===== src/core/pin_arb_pkg.sv =====
// constants and types for the shared-pin feature arbiter
// assumes one 40 MHz clock and undervoltage lockout as active-low reset
// How it works
// - three features on one pin are arbitrated, never all acted on together
// - winner comes from the ordered pair of first and second arrivals
// - restart enable first keeps holding, later blanking request is discarded
// - blanking first is aborted when a restart enable request follows
// - brownout after blanking waits for blanking end and fault clearance
// - brownout first keeps holding, later restart enable is ignored
// - restart enable or brownout arriving first wins over later requests
// - fault cleared before blanking end delays brownout by 20 ms
// - accepted restart enable forces non-switching restart mode, gate off
// - blanking counts 256 pin cycles then signals completion
// - pin below brownout reference raises brownout, non-switching mode
package pin_arb_pkg;

   // ---------------------------------------------------------------
   // timing
   // ---------------------------------------------------------------
   localparam int unsigned CLK_HZ        = 40_000_000;
   localparam int unsigned BUFFER_MS     = 20;
   localparam int unsigned BUFFER_CYC    = CLK_HZ / 1000 * BUFFER_MS;
   localparam int unsigned BLANK_COUNT   = 256;
   localparam int unsigned BUF_W         = 20;
   localparam logic [8:0]  BLANK_DONE    = 9'h100;
   localparam logic [8:0]  BLANK_RESET   = 9'h000;

   // ---------------------------------------------------------------
   // arbitration states
   // ---------------------------------------------------------------
   typedef enum logic [4:0]
   {
      ST_IDLE    = 5'h01,
      ST_RESTART = 5'h02,
      ST_BLANK   = 5'h04,
      ST_BROWN   = 5'h08,
      ST_BUFFER  = 5'h10
   } arb_state_t;

endpackage : pin_arb_pkg


===== src/core/pin_feature_arbiter.sv =====
// shared multi_function_pin feature arbiter
// assumes comparator and blanking inputs arrive from the analog side asynchronously
`timescale 1ns/100ps
module pin_feature_arbiter
   import pin_arb_pkg::*;
#(
   parameter int unsigned BUFFER_CYCLES = BUFFER_CYC
)
(
   input  wire logic CLK_I,
   input  wire logic RST_N_I,
   input  wire logic RESTART_REQ_I,
   input  wire logic BLANK_REQ_I,
   input  wire logic BLANK_EDGE_I,
   input  wire logic OVERLOAD_I,
   input  wire logic BROWNOUT_I,
   output logic      RESTART_MODE_O,
   output logic      BROWNOUT_MODE_O,
   output logic      BLANK_ACTIVE_O,
   output logic      BLANK_DONE_O,
   output logic      GATE_OFF_O
);

   // ---------------------------------------------------------------
   // input synchronisers
   // ---------------------------------------------------------------
   logic [4:0] sync1_q;
   logic [4:0] sync2_q;
   logic       edge_prev_q;
   logic       restart_s;
   logic       blank_s;
   logic       edge_s;
   logic       ovl_s;
   logic       brown_s;
   logic       edge_rise;

   always_ff @(posedge CLK_I or negedge RST_N_I)
   begin
      if (!RST_N_I)
      begin
         sync1_q     <= 5'h00;
         sync2_q     <= 5'h00;
         edge_prev_q <= 1'b0;
      end
      else
      begin
         sync1_q     <= {BROWNOUT_I, OVERLOAD_I, BLANK_EDGE_I, BLANK_REQ_I, RESTART_REQ_I};
         sync2_q     <= sync1_q;
         edge_prev_q <= sync2_q[2];
      end
   end

   assign restart_s = sync2_q[0];
   assign blank_s   = sync2_q[1];
   assign edge_s    = sync2_q[2];
   assign ovl_s     = sync2_q[3];
   assign brown_s   = sync2_q[4];
   // each charge to the upper threshold counts one cycle
   assign edge_rise = edge_s & ~edge_prev_q;

   // ---------------------------------------------------------------
   // arbitration state
   // ---------------------------------------------------------------
   arb_state_t      state_q;
   arb_state_t      state_d;
   logic [8:0]      cnt_q;
   logic [8:0]      cnt_d;
   logic [BUF_W-1:0] buf_q;
   logic [BUF_W-1:0] buf_d;
   logic            brown_pend_q;
   logic            brown_pend_d;
   logic            ovl_gone_q;
   logic            ovl_gone_d;

   always_comb
   begin
      state_d      = state_q;
      cnt_d        = cnt_q;
      buf_d        = buf_q;
      brown_pend_d = brown_pend_q;
      ovl_gone_d   = ovl_gone_q;
      unique case (state_q)
         ST_IDLE:
         begin
            // simultaneous arrivals: restart beats brownout beats blanking
            if (restart_s)
               state_d = ST_RESTART;
            else if (brown_s)
               state_d = ST_BROWN;
            else if (blank_s)
            begin
               state_d      = ST_BLANK;
               cnt_d        = BLANK_RESET;
               brown_pend_d = 1'b0;
               ovl_gone_d   = 1'b0;
            end
         end
         ST_RESTART:
         begin
            // later blanking or brownout is discarded while held
            if (!restart_s)
               state_d = ST_IDLE;
         end
         ST_BROWN:
         begin
            // restart enable ignored until brownout clears
            if (!brown_s)
               state_d = ST_IDLE;
         end
         ST_BLANK:
         begin
            if (brown_s)
               brown_pend_d = 1'b1;
            if (!ovl_s)
               ovl_gone_d = 1'b1;
            if (edge_rise && cnt_q != BLANK_DONE)
               cnt_d = cnt_q + 9'h001;
            if (restart_s)
               state_d = ST_RESTART;
            else if (cnt_q == BLANK_DONE || !blank_s)
            begin
               // brownout acts only after blanking ends and the fault is gone
               if ((brown_pend_q || brown_s) && !ovl_s)
               begin
                  if (ovl_gone_q)
                  begin
                     state_d = ST_BUFFER;
                     buf_d   = BUF_W'(BUFFER_CYCLES - 1);
                  end
                  else
                     state_d = ST_BROWN;
               end
               else if (!blank_s)
                  state_d = ST_IDLE;
            end
         end
         ST_BUFFER:
         begin
            if (restart_s && !brown_s)
               state_d = ST_RESTART;
            else if (!brown_s)
               state_d = ST_IDLE;
            else if (buf_q == '0)
               state_d = ST_BROWN;
            else
               buf_d = buf_q - BUF_W'(1);
         end
      endcase
   end

   always_ff @(posedge CLK_I or negedge RST_N_I)
   begin
      if (!RST_N_I)
      begin
         state_q      <= ST_IDLE;
         cnt_q        <= BLANK_RESET;
         buf_q        <= '0;
         brown_pend_q <= 1'b0;
         ovl_gone_q   <= 1'b0;
      end
      else
      begin
         state_q      <= state_d;
         cnt_q        <= cnt_d;
         buf_q        <= buf_d;
         brown_pend_q <= brown_pend_d;
         ovl_gone_q   <= ovl_gone_d;
      end
   end

   // ---------------------------------------------------------------
   // verdict outputs
   // ---------------------------------------------------------------
   assign RESTART_MODE_O  = (state_q == ST_RESTART);
   assign BROWNOUT_MODE_O = (state_q == ST_BROWN);
   assign BLANK_ACTIVE_O  = (state_q == ST_BLANK);
   assign BLANK_DONE_O    = (state_q == ST_BLANK) && (cnt_q == BLANK_DONE);
   assign GATE_OFF_O      = RESTART_MODE_O | BROWNOUT_MODE_O;
endmodule : pin_feature_arbiter


===== config.mk =====
export PLATFORM = sky130hd
export DESIGN_NAME = pin_feature_arbiter
export DESIGN_NICKNAME = d
export VERILOG_FILES = /design/src/core/pin_arb_pkg.sv /design/src/core/pin_feature_arbiter.sv
export SDC_FILE = /design/constraint.sdc
export NUM_CORES = 1
export LEC_CHECK = 0
export ABC_AREA = 1
export BUFFER_PORTS_ARGS = -buffer_cell sky130_fd_sc_hd__clkbuf_2
export CORE_ASPECT_RATIO = 1.1
export CORE_MARGIN = 3
export CORE_UTILIZATION = 60
export DETAILED_ROUTE_END_ITERATION = 10
export MAX_ROUTING_LAYER = met4
export PLACE_DENSITY = 0.87
export SLEW_MARGIN = 20
export SYNTH_ARGS = -nofsm -noshare
export SYNTH_HDL_FRONTEND = slang
export SYNTH_SLANG_ARGS = --single-unit

===== constraint.sdc =====
create_clock -name CLK_I -period 1.9 [get_ports CLK_I]
set_input_delay 0.19 -clock CLK_I [delete_from_list [all_inputs] [get_ports CLK_I]]
set_output_delay 0.19 -clock CLK_I [all_outputs]
set_load 0.02 [all_outputs]

==> flow_summary.ini <==
[power]
leakage_nw = 1.61
ir_drop_mv = 0.917
power.density_nw_per_um2 = 1230

[yosys]
synthFlopType = dfrtp_1
syn_area_um2 = 2880
synth_top_cell_by_area = dfrtp_1
synth.area.top_cells = dfrtp_1 (40%), nand2_1 (18%), nand3_1 (10%)
ys_ff_latch = 47
post_synth.cell_area_avg_um2 = 6.96
ys_warn_count = 0
ys_async_sr_fraction_pct = 100
mappedNetlistNets = 425
synth-edff-count = 0
yosysSeqAreaShare_pct = 40.9
ys_types = 27
synth_top_area_share_pct = 39.9
syn_inst = 414

[place]
gp_congestion = 0.920
io_buffers = 11
place_hpwl_um = 4520
dp_slack_ns = 0.105

[critical_path]
cp_slowest_cell = dfrtp_1
r2r_end = buf_q[16]
crit_path_end_kind = output port
slowest_delay_ns = 0.42
arrival_ns = 1.53
critical_path_depth = 7
cp-endpoint = BLANK_DONE_O
worstPathRequired_ns = 1.71
r2r_setup_slack_ns = 0.18
worst-setup-path-type = register to output port
r2r_cells = 10
worst_setup_path_start_kind = register
critPathBufInv = 2
path_cells = inv_1 -> ha_1 -> nand2_1 -> nor2_1 -> nand2_1 -> nor2_1 -> clkbuf_2
startpoint = cnt_q[0]
r2r-start = buf_q[0]
cpLargestDelayFamily = flip-flops
crit_path_max_fanout = 5

[route]
top_layer = met4
met1_length_um = 2820
dr_wl_met2_um = 3290
first_pass_iters = 6
wl_um = 6740
vias = 2834
vias_per_cell = 5.76
wl_per_cell_um = 13.7
drt_iter0_drc = 335
ant_nets = 0
wl_met3_um = 500
drc_errors = 0

[clocking]
clk_pin_slew_ns = 0.09
clockBufferDepth = 2
clock-sinks = 47
clkLatencyLatePin_ns = 0.30
ctsHtreeMaxLevel = 2
cts_root_buf = clkbuf_8
post_cts_buffers = 0
cts_tree = done
cts_buffers = 5

[grt]
grt_pass1_wl_um = 11400
grt_max_degree = 48
gr-total-overflow = 0
antenna_found_initial = 0
grt_use_total_pct = 25.2
grt_pass1_vias = 2695

[timing]
worstMarginPinSlew_ns = 0.578
min_period_ns = 1.72
relSlewSlack_pct = 61.5
fmax_ghz = 0.580
hold_ws_ns = 0.353
finalSetupViolCount = 0
slew_viol_final = 0
hold_violations = 0
fin_crit_sh_pct = 90.7
setup_slack_ns = 0.177
clock_skew_ns = 0.00600
rsz0062_at_grt = yes
setup-tns-final_ns = 0

[cells_and_area]
final_common_cell = nand2_1
multi_input_area_um2 = 1490
n_fill_cell = 368
fin_nets = 448
antennaDiodeCount = 0
drive_gt1_share_pct = 12.1
synthToLayoutAreaGrowth_pct = 9.77
ff_latch_area_um2 = 1180
final_cell_mix = nand2_1 (138), nand3_1 (58), nor2_1 (51), dfrtp_1 (46), inv_1 (45)

[floorplanning]
row_count = 25
fp.dieH_um = 78.7
die_width_um = 72.1
core_um2 = 4470
die_area_um2 = 5670
start_util_pct = 64.4
pin_count = 12

[worst_hold_path]
min_from = sync1_q[4]
hp-class = register to register

[status]
outcome = finished clean

[flow_run]
max_cap_violations = 0
final cells by class:
class,instances,share of cell area [%]
repair buffers,23,5.18
flip-flops and latches,47,37.2
inverters,48,5.70
clock inverters,1,0.158
well taps,54,2.14
multi-input cells,312,47.2
clock buffers,7,2.41
worst min path at each step:
stage / to / slack (ns) / cells past startpoint
2_1_floorplan: brown_pend_q / -0.11 / 0
3_3_place_gp: sync1_q[1] / 0.30 / 1
3_5_place_dp: sync1_q[0] / 0.30 / 1
4_1_cts: sync1_q[1] / 0.0007 / 1
5_1_grt: sync2_q[4] / 0.36 / 0
6_report: sync2_q[4] / 0.35 / 0
where the power goes:
part / internal [W] / switching [W] / total [W]
registers: 0.00124 / 0.000272 / 0.00151
logic: 0.000582 / 0.00122 / 0.00180
clock network: 0.000259 / 0.000331 / 0.000590
total: 0.00208 / 0.00182 / 0.00391
cell usage after synthesis, types with 2 or more instances:
cell / count
nand3b_1: 4
o21ai_0: 11
ha_1: 4
or2_2: 5
a21oi_1: 2
nand3_1: 58
nor2_2: 4
o21ai_1: 5
buf_6: 3
nand2_2: 4
inv_1: 45
dfrtp_1: 46
buf_2: 3
xnor2_1: 2
nor2_1: 53
nor2_4: 4
nand4_1: 11
nand3_4: 2
nand2_1: 138
inv_2: 3
routing by layer:
metal  up-vias  global-route usage, %
met2       143                   42.1
met3        22                   3.59
li1       1355                      -
met1      1314                   31.3
met4         0                   8.27
met5         -                      -
worst reg2reg max path, stage by stage, from the launching register on:
cell     delay [ns]
dfrtp_1        0.39
inv_1          0.12
ha_2           0.27
nand2_1        0.19
nor2_2         0.23
nand2_1        0.08
nand2_1        0.06
nand2_1        0.04
nor2_1         0.09
nand3_1        0.10
nand2_1        0.09
sequential cells by signal, indices dropped and copies added, names as in the netlist:
name          count
buf_q            20
ovl_gone_q        1
cnt_q             9
sync1_q           5
brown_pend_q      1
edge_prev_q       1
sync2_q           5
state_q           5
through the flow:
step / total power [W] / utilization (%) / std cells / cell area (µm²)
2_1_floorplan: 0.00281 / - / 414 / 2880
3_3_place_gp: 0.00313 / 66.8 / 477 / 2990
3_5_place_dp: 0.00322 / 66.8 / 477 / 2990
4_1_cts: 0.00381 / 69.7 / 490 / 3120
5_1_grt: 0.00419 / 70.7 / 492 / 3160
6_report: 0.00391 / 70.7 / 492 / 3160
kinds of logic after synthesis:
logic type | after synthesis | synth area share [%]
buffers and inverters | 56 | 8.38
DFF | 47 | 40.9
and+or+nand+nor | 286 | 45.0
xor gates and xnor gates | 2 | 0.608
adders and majority gates | 4 | 1.74
AOI/OAI and AO/OA | 19 | 3.43
repair_timing:
| action | in CTS | in global routing |
|---|---|---|
| setup endpoints to repair | 0 | 16 |
| hold endpoints to repair | 8 | 1 |
| gates resized for setup | 0 | 6 |
| hold buffers | 5 | 1 |
(Power assumes the default switching activity.)
